$ cat config.mk
export PLATFORM = sky130hd
export DESIGN_NAME = position_capture_unit
export DESIGN_NICKNAME = d
export VERILOG_FILES = /design/src/shared/capture_pkg.sv /design/src/hw/capture_edge_detect.sv /design/src/hw/position_capture_unit.sv
export SDC_FILE = /design/constraint.sdc
export NUM_CORES = 1
export LEC_CHECK = 0
export ABC_AREA = 0
export BUFFER_PORTS_ARGS = -buffer_cell sky130_fd_sc_hd__clkbuf_2
export CELL_PAD_IN_SITES_DETAIL_PLACEMENT = 1
export CELL_PAD_IN_SITES_GLOBAL_PLACEMENT = 1
export CORE_MARGIN = 4
export CORE_UTILIZATION = 25
export DETAILED_ROUTE_END_ITERATION = 7
export GPL_TIMING_DRIVEN = 0
export PLACE_DENSITY_LB_ADDON = 0.1
export SETUP_SLACK_MARGIN = 0.4
export SLEW_MARGIN = 40
export SYNTH_ARGS = -nofsm -noshare
export SYNTH_HDL_FRONTEND = slang
export SYNTH_SLANG_ARGS = --single-unit
$ cat constraint.sdc
create_clock -name clk -period 3.8 [get_ports clk]
set_input_delay 1.14 -clock clk [delete_from_list [all_inputs] [get_ports clk]]
set_output_delay 1.14 -clock clk [all_outputs]
set_load 0.01 [all_outputs]
$ cat src/shared/capture_pkg.sv
package capture_pkg;

   localparam int unsigned ADDR_W = 16;
   localparam int unsigned DATA_W = 32;
   localparam int unsigned POS_W  = 32;
   localparam int unsigned CNT_W  = 16;

   // parameter addresses
   localparam logic [ADDR_W-1:0] OFS_DONE_FLAGS   = 16'h0A02;
   localparam logic [ADDR_W-1:0] OFS_EDGE_SELECT  = 16'h0A04;
   localparam logic [ADDR_W-1:0] OFS_RUN_CONTROL  = 16'h0A08;
   localparam logic [ADDR_W-1:0] OFS_CAPTURED_POS = 16'h0A0C;
   localparam logic [ADDR_W-1:0] OFS_EVENT_COUNT  = 16'h0A10;

   // field positions and codes
   localparam int unsigned EDGE_SEL_BIT   = 0;
   localparam int unsigned DONE_FIRST_BIT = 0;
   localparam logic [15:0] RUN_STOP       = 16'h0000;
   localparam logic [15:0] RUN_ONCE       = 16'h0001;
   localparam logic [15:0] RUN_CONTINUOUS = 16'h0002;
   localparam logic        EDGE_FALLING   = 1'h0;
   localparam logic        EDGE_RISING    = 1'h1;

   // reset values
   localparam logic              RST_EDGE_SELECT = 1'h0;
   localparam logic [POS_W-1:0]  RST_CAPTURED    = 32'h0000_0000;
   localparam logic [CNT_W-1:0]  RST_COUNT       = 16'h0000;
   localparam logic              RST_DONE        = 1'h0;
   localparam logic [DATA_W-1:0] RST_RDATA       = 32'h0000_0000;

   typedef enum logic [2:0]
   {
      CAP_IDLE       = 3'b001,
      CAP_ONCE       = 3'b010,
      CAP_CONTINUOUS = 3'b100
   } cap_state_t;

   typedef struct packed
   {
      logic              valid;
      logic              write;
      logic [ADDR_W-1:0] addr;
      logic [DATA_W-1:0] wdata;
   } param_req_t;

   typedef struct packed
   {
      logic              ack;
      logic [DATA_W-1:0] rdata;
   } param_rsp_t;

endpackage : capture_pkg

$ cat src/hw/capture_edge_detect.sv
`timescale 1ns/10ps
`default_nettype none

module capture_edge_detect
   import capture_pkg::*;
(
   input  wire logic clk,
   input  wire logic reset,
   input  wire logic pin_in,
   input  wire logic rising_sel,
   output var  logic edge_seen
);

   logic meta_r;
   logic sync_r;
   logic prev_r;

   wire rise_w = sync_r & ~prev_r;
   wire fall_w = ~sync_r & prev_r;

   always_ff @(posedge clk)
   begin
      if (reset)
      begin
         meta_r <= 1'h0;
         sync_r <= 1'h0;
         prev_r <= 1'h0;
      end
      else
      begin
         meta_r <= pin_in;
         sync_r <= meta_r;
         prev_r <= sync_r;
      end
   end

   assign edge_seen = (rising_sel == EDGE_RISING) ? rise_w : fall_w;

endmodule : capture_edge_detect

`default_nettype wire

$ cat src/hw/position_capture_unit.sv
`timescale 1ns/10ps
`default_nettype none

// Overview of operation
// - writing 0 to run control stops capture and stays idle
// - writing 1 to run control arms one single capture
// - writing 2 to run control arms capture on every qualifying edge
// - single mode disarms itself after the first latched position
// - continuous mode stays armed until stopped by software
// - edge select 0 captures on falling edge, 1 on rising edge
// - read-only 16-bit counter counts every latched capture
// - event counter clears whenever a start command arms the channel
// - capture latches the signed 32-bit drive position, read-only
// - position redefinition shifts the stored captured position accordingly
// - done flags bit 0 set once the first input has captured
module position_capture_unit
   import capture_pkg::*;
(
   input  wire logic              clk,
   input  wire logic              reset,
   input  wire logic              first_capture_input,
   input  wire logic [POS_W-1:0]  drive_position,
   input  wire logic              position_redefine,
   input  wire logic [POS_W-1:0]  position_shift,
   input  wire param_req_t        param_req,
   output var  param_rsp_t        param_rsp
);

   cap_state_t        state_r;
   cap_state_t        state_nxt;
   logic              edge_sel_r;
   logic [POS_W-1:0]  captured_r;
   logic [POS_W-1:0]  captured_nxt;
   logic [CNT_W-1:0]  count_r;
   logic [CNT_W-1:0]  count_nxt;
   logic              done_r;
   logic              done_nxt;
   param_rsp_t        rsp_r;
   logic              edge_seen;

   function automatic logic hit(input logic [ADDR_W-1:0] a, input logic [ADDR_W-1:0] ofs);
      hit = (a == ofs);
   endfunction : hit

   function automatic logic [DATA_W-1:0] zext16(input logic [15:0] v);
      zext16 = {16'h0000, v};
   endfunction : zext16

   function automatic logic [15:0] run_code(input cap_state_t s);
      case (s)
         CAP_ONCE:       run_code = RUN_ONCE;
         CAP_CONTINUOUS: run_code = RUN_CONTINUOUS;
         default:        run_code = RUN_STOP;
      endcase
   endfunction : run_code

   capture_edge_detect u_edge
   (
      .clk        (clk),
      .reset      (reset),
      .pin_in     (first_capture_input),
      .rising_sel (edge_sel_r),
      .edge_seen  (edge_seen)
   );

   // write decode
   wire wr_w       = param_req.valid & param_req.write;
   wire rd_w       = param_req.valid & ~param_req.write;
   wire wr_edge_w  = wr_w & hit(param_req.addr, OFS_EDGE_SELECT);
   wire wr_run_w   = wr_w & hit(param_req.addr, OFS_RUN_CONTROL);
   wire [15:0] wval_w = param_req.wdata[15:0];
   // other run codes change nothing
   wire cmd_stop_w = wr_run_w & (wval_w == RUN_STOP);
   wire cmd_once_w = wr_run_w & (wval_w == RUN_ONCE);
   wire cmd_cont_w = wr_run_w & (wval_w == RUN_CONTINUOUS);
   wire cmd_start_w = cmd_once_w | cmd_cont_w;

   wire armed_w = (state_r == CAP_ONCE) | (state_r == CAP_CONTINUOUS);
   // stop write cancels a coinciding edge
   wire capture_w = armed_w & edge_seen & ~cmd_stop_w;
   // start clears count before a coinciding capture
   wire [CNT_W-1:0] count_base_w = cmd_start_w ? RST_COUNT : count_r;

   // capture channel state
   always_comb
   begin
      state_nxt = state_r;
      unique case (state_r)
         CAP_IDLE:
         begin
            state_nxt = CAP_IDLE;
         end
         CAP_ONCE:
         begin
            if (capture_w)
               state_nxt = CAP_IDLE;
         end
         CAP_CONTINUOUS:
         begin
            state_nxt = CAP_CONTINUOUS;
         end
      endcase
      if (cmd_stop_w)
         state_nxt = CAP_IDLE;
      if (cmd_once_w)
         state_nxt = CAP_ONCE;
      if (cmd_cont_w)
         state_nxt = CAP_CONTINUOUS;
   end

   // captured position and event count
   always_comb
   begin
      captured_nxt = captured_r;
      count_nxt    = count_r;
      done_nxt     = done_r;
      if (position_redefine)
         captured_nxt = captured_r + position_shift;
      if (cmd_start_w)
      begin
         count_nxt = RST_COUNT;
         done_nxt  = RST_DONE;
      end
      if (capture_w)
      begin
         captured_nxt = drive_position;
         count_nxt = count_base_w + 16'h0001;
         done_nxt = 1'h1;
      end
   end

   // read multiplexer
   logic [DATA_W-1:0] rdata_w;
   always_comb
   begin
      // unmapped addresses read zero
      rdata_w = RST_RDATA;
      if (hit(param_req.addr, OFS_DONE_FLAGS))
         rdata_w[DONE_FIRST_BIT] = done_r;
      else if (hit(param_req.addr, OFS_EDGE_SELECT))
         rdata_w[EDGE_SEL_BIT] = edge_sel_r;
      else if (hit(param_req.addr, OFS_RUN_CONTROL))
         rdata_w = zext16(run_code(state_r));
      else if (hit(param_req.addr, OFS_CAPTURED_POS))
         rdata_w = captured_r;
      else if (hit(param_req.addr, OFS_EVENT_COUNT))
         rdata_w = zext16(count_r);
   end

   // channel mode register
   always_ff @(posedge clk)
   begin
      if (reset)
         state_r <= CAP_IDLE;
      else
         state_r <= state_nxt;
   end

   always_ff @(posedge clk)
   begin
      if (reset)
         edge_sel_r <= RST_EDGE_SELECT;
      else if (wr_edge_w)
         edge_sel_r <= param_req.wdata[EDGE_SEL_BIT];
   end

   // capture result registers
   always_ff @(posedge clk)
   begin
      if (reset)
      begin
         captured_r <= RST_CAPTURED;
         count_r    <= RST_COUNT;
         done_r     <= RST_DONE;
      end
      else
      begin
         captured_r <= captured_nxt;
         count_r    <= count_nxt;
         done_r     <= done_nxt;
      end
   end

   // answer one cycle after each request
   always_ff @(posedge clk)
   begin
      if (reset)
      begin
         rsp_r.ack   <= 1'h0;
         rsp_r.rdata <= RST_RDATA;
      end
      else
      begin
         rsp_r.ack <= param_req.valid;
         if (rd_w)
            rsp_r.rdata <= rdata_w;
      end
   end

   // port driven straight from the answer register
   assign param_rsp = rsp_r;

endmodule : position_capture_unit

`default_nettype wire

==> impl_metrics.tcl <==
set metrics [dict create \
    synth_cells 703 \
    p_seq_share_pct 37.8 \
    place_congestion 0.836 \
    synth.largest_area_cell "dfxtp_1" \
    syn-cell-area_sq_um 5560 \
    clkPwrFrac_pct 32.4 \
    syn_nets 854 \
    whs_path_depth 1 \
    area_delta_synth_final_pct 26.7 \
    required_ns 4.06 \
    layout-drive-gt1-share_pct 22.7 \
    n_fill_cell 2701 \
    core_sq_um 21800 \
    yosysMostFrequentCell "dfxtp_1" \
    synthTopCellsByArea "dfxtp_1 32%, a21oi_1 7.2%, ha_1 7.2%" \
    tightest_slew_ns 0.764 \
    grt_pass1_vias 6179 \
    setup_violations 0 \
    initial_utilization_pct 25.5 \
    holdPathEnd "u_edge.sync_r" \
    cp.arrival_ns 3.71 \
    die_y_microns 157 \
    final_core_utilization_pct 32.3 \
    cts_tree "built" \
    clock-sinks 89 \
    status "finished, final reports clean" \
    synth_flop_cell "dfxtp_1" \
    fmax_mhz 290 \
    ctsHtreeMaxLevel 3 \
    slew_viol_final 0 \
    place_ws_ns -0.200 \
    yosysWarnings 0 \
    grt_pass1_wl_microns 33200 \
    fin_crit_sh_pct 90.8 \
    regToRegEndpoint "captured_r[30]" \
    final_area_sq_um 7050 \
    synth_cell_type_count 63 \
    rsz0062_at_grt "yes" \
    drc_errors 0 \
    io_pins 151 \
    placed_cell_area_sq_um 6630 \
    cts_buffers 9 \
    diodes 0 \
    placed_cells 1115 \
    start_kind "input port" \
    hold_viol 0 \
    ys_ff_latch 89 \
    firstDrtPassIters 4 \
    fin_cells 1138 \
    ir_drop_uv 147 \
    antenna_found_initial 0 \
    hpwl_microns 17400 \
    synth_top_area_share_pct 32.0 \
    hp-class "reg2reg" \
    ant_nets 0 \
    vias 5776 \
    p_leak_nw 3.03 \
    grt_max_degree 17 \
    endpoint_kind "flop" \
    crit_path_max_fanout 3 \
    die_area_sq_um 24700 \
    period_minus_slack_ns 3.45 \
    switching_power_mw 0.972 \
    grt_overflow 0 \
    routed_wl_microns 21900 \
    synth_edf_count 0 \
    reg2reg_setup_slack_ns 0.82 \
    r2r_cells 11 \
    netlist_top_cells_count "89 x dfxtp_1, 80 x a21oi_1, 78 x nor2_1" \
    setup.worst_path.class "in2reg" \
    slew_headroom_pct 49.0 \
    die_width_microns 157 \
    grt.total_usage_pct 17.4 \
    p_sw_share_pct 34.6 \
    clock_skew_ns 0.00958 \
    setup_ws_ns 0.350 \
    drtIter0Drc 186 \
    p_total_mw 2.81 \
    r2r_start "captured_r[0]" \
    cts-root-buf "clkbuf_16" \
    io_buffers 132 \
    clockBufferDepth 2 \
    min_from "u_edge.meta_r" \
    p_int_mw 1.83 \
    rows 54 \
    viasPerCell 5.08 \
    wl_per_cell_microns 19.2 \
    insertion_delay_ns 0.36 \
    cts_hold_buf 0 \
    ys_seq_area_share_pct 32.0 \
    drv_cap 0 \
    clkTransAtPathRegs_ns 0.07 \
    fin_nets 1004 \
    p_comb_share_pct 29.8 \
    synthArstFlopShare_pct 0 \
    avgSynthCellArea_sq_um 7.91 \
    power_density_nw_per_um2 398 \
]
[routing by layer]
layer | part of all wire, % | GRT usage [%]
met5 | 0 | 0
met3 | 3.4 | 2.83
met2 | 49 | 30.8
met4 | 1.6 | 4.75
met1 | 46 | 21.9
[cell usage in the layout, fill, tap and decap left out, drive strengths merged, types with 4 or more instances in the layout]
cell / synthesis / routed
xor2: 13 / 13
nor3: 13 / 13
xnor2: 25 / 25
inv: 13 / 16
o21bai: 6 / 6
nor2: 78 / 78
a22oi: 16 / 16
buf: 10 / 17
o21ai: 45 / 45
a31oi: 5 / 5
or3: 7 / 7
nor4: 7 / 7
mux2i: 26 / 26
and3: 6 / 6
nand2: 65 / 65
and2: 4 / 4
nand2b: 6 / 6
a211oi: 14 / 14
nor2b: 9 / 9
ha: 32 / 32
nand4: 12 / 12
clkbuf: 28 / 170
o211ai: 5 / 5
a21oi: 80 / 80
a21o: 18 / 18
nand3: 26 / 26
dfxtp: 89 / 89
[metrics by stage]
stage | setup TNS, ns | hold slack [ns]
after floorplan | 0 | 0.414
after global placement | -0.639 | 0.418
after detailed placement | -0.839 | 0.432
after CTS | 0 | 0.451
after global routing | 0 | 0.468
final | 0 | 0.443
[registers in the layout, summed over array words and instances, names as in the netlist]
register / cells
captured_r: 32
count_r: 16
done_r: 1
edge_sel_r: 1
param_rsp: 33
state_r: 3
u_edge.meta_r: 1
u_edge.prev_r: 1
u_edge.sync_r: 1
[kinds of logic after synthesis]
family / share of synthesized area (%)
AOI/OAI and AO/OA: 23.9
xor gates and xnor gates: 5.98
adders and majority gates: 7.56
buffers and inverters: 3.64
DFF: 32.0
muxes: 4.68
and+or+nand+nor: 22.2
[worst max-delay path by stage]
stage | startpoint | end | slack [ns] | cells after the start
global route | position_shift[0] | captured_r[30] | 0.26 | 12
global placement | position_shift[0] | captured_r[30] | -0.16 | 12
floorplan | position_shift[0] | captured_r[30] | 0.23 | 11
CTS | position_shift[0] | captured_r[30] | 0.27 | 12
detailed placement | position_shift[0] | captured_r[30] | -0.20 | 12
finish | position_shift[0] | captured_r[30] | 0.35 | 12
[timing repair]
| action | 4_1_cts | 5_1_grt |
|---|---|---|
| resized for setup | 4 | 21 |
| setup endpoints to repair | 22 | 47 |
| buffers inserted | 4 | 3 |
| pin swaps | 8 | 4 |
[area by class of cell]
class | count | area, sq um | area share, %
Timing Repair Buffer | 139 | 719 | 10.2
Inverter | 13 | 48.8 | 0.692
Clock inverter | 6 | 48.8 | 0.692
Multi-Input combinational cell | 563 | 3680 | 52.3
Sequential cell | 89 | 1780 | 25.3
Clock buffer | 10 | 239 | 3.39
Tap cell | 280 | 350 | 4.97
Buffer | 38 | 176 | 2.50
[critical path, cell delays in order]
cell and delay, ns:
clkbuf_2 0.11, ha_4 0.15, inv_2 0.04, fa_2 0.35, nor2b_1 0.15, o21ai_2 0.08, a21boi_2 0.18, o21ai_1 0.08
o311a_1 0.35, o311a_4 0.34, or4b_1 0.52, a41o_1 0.22
[power by group through the flow]
stage / Sequential, mW / Clock [mW] / Combinational [mW]
2_1_floorplan: 1.05 / 0 / 0.590
3_3_place_gp: 1.08 / 0 / 0.797
3_5_place_dp: 1.08 / 0 / 0.813
4_1_cts: 1.06 / 0.939 / 0.829
5_1_grt: 1.07 / 0.976 / 0.935
6_report: 1.06 / 0.909 / 0.837
(Power assumes the default switching activity.)
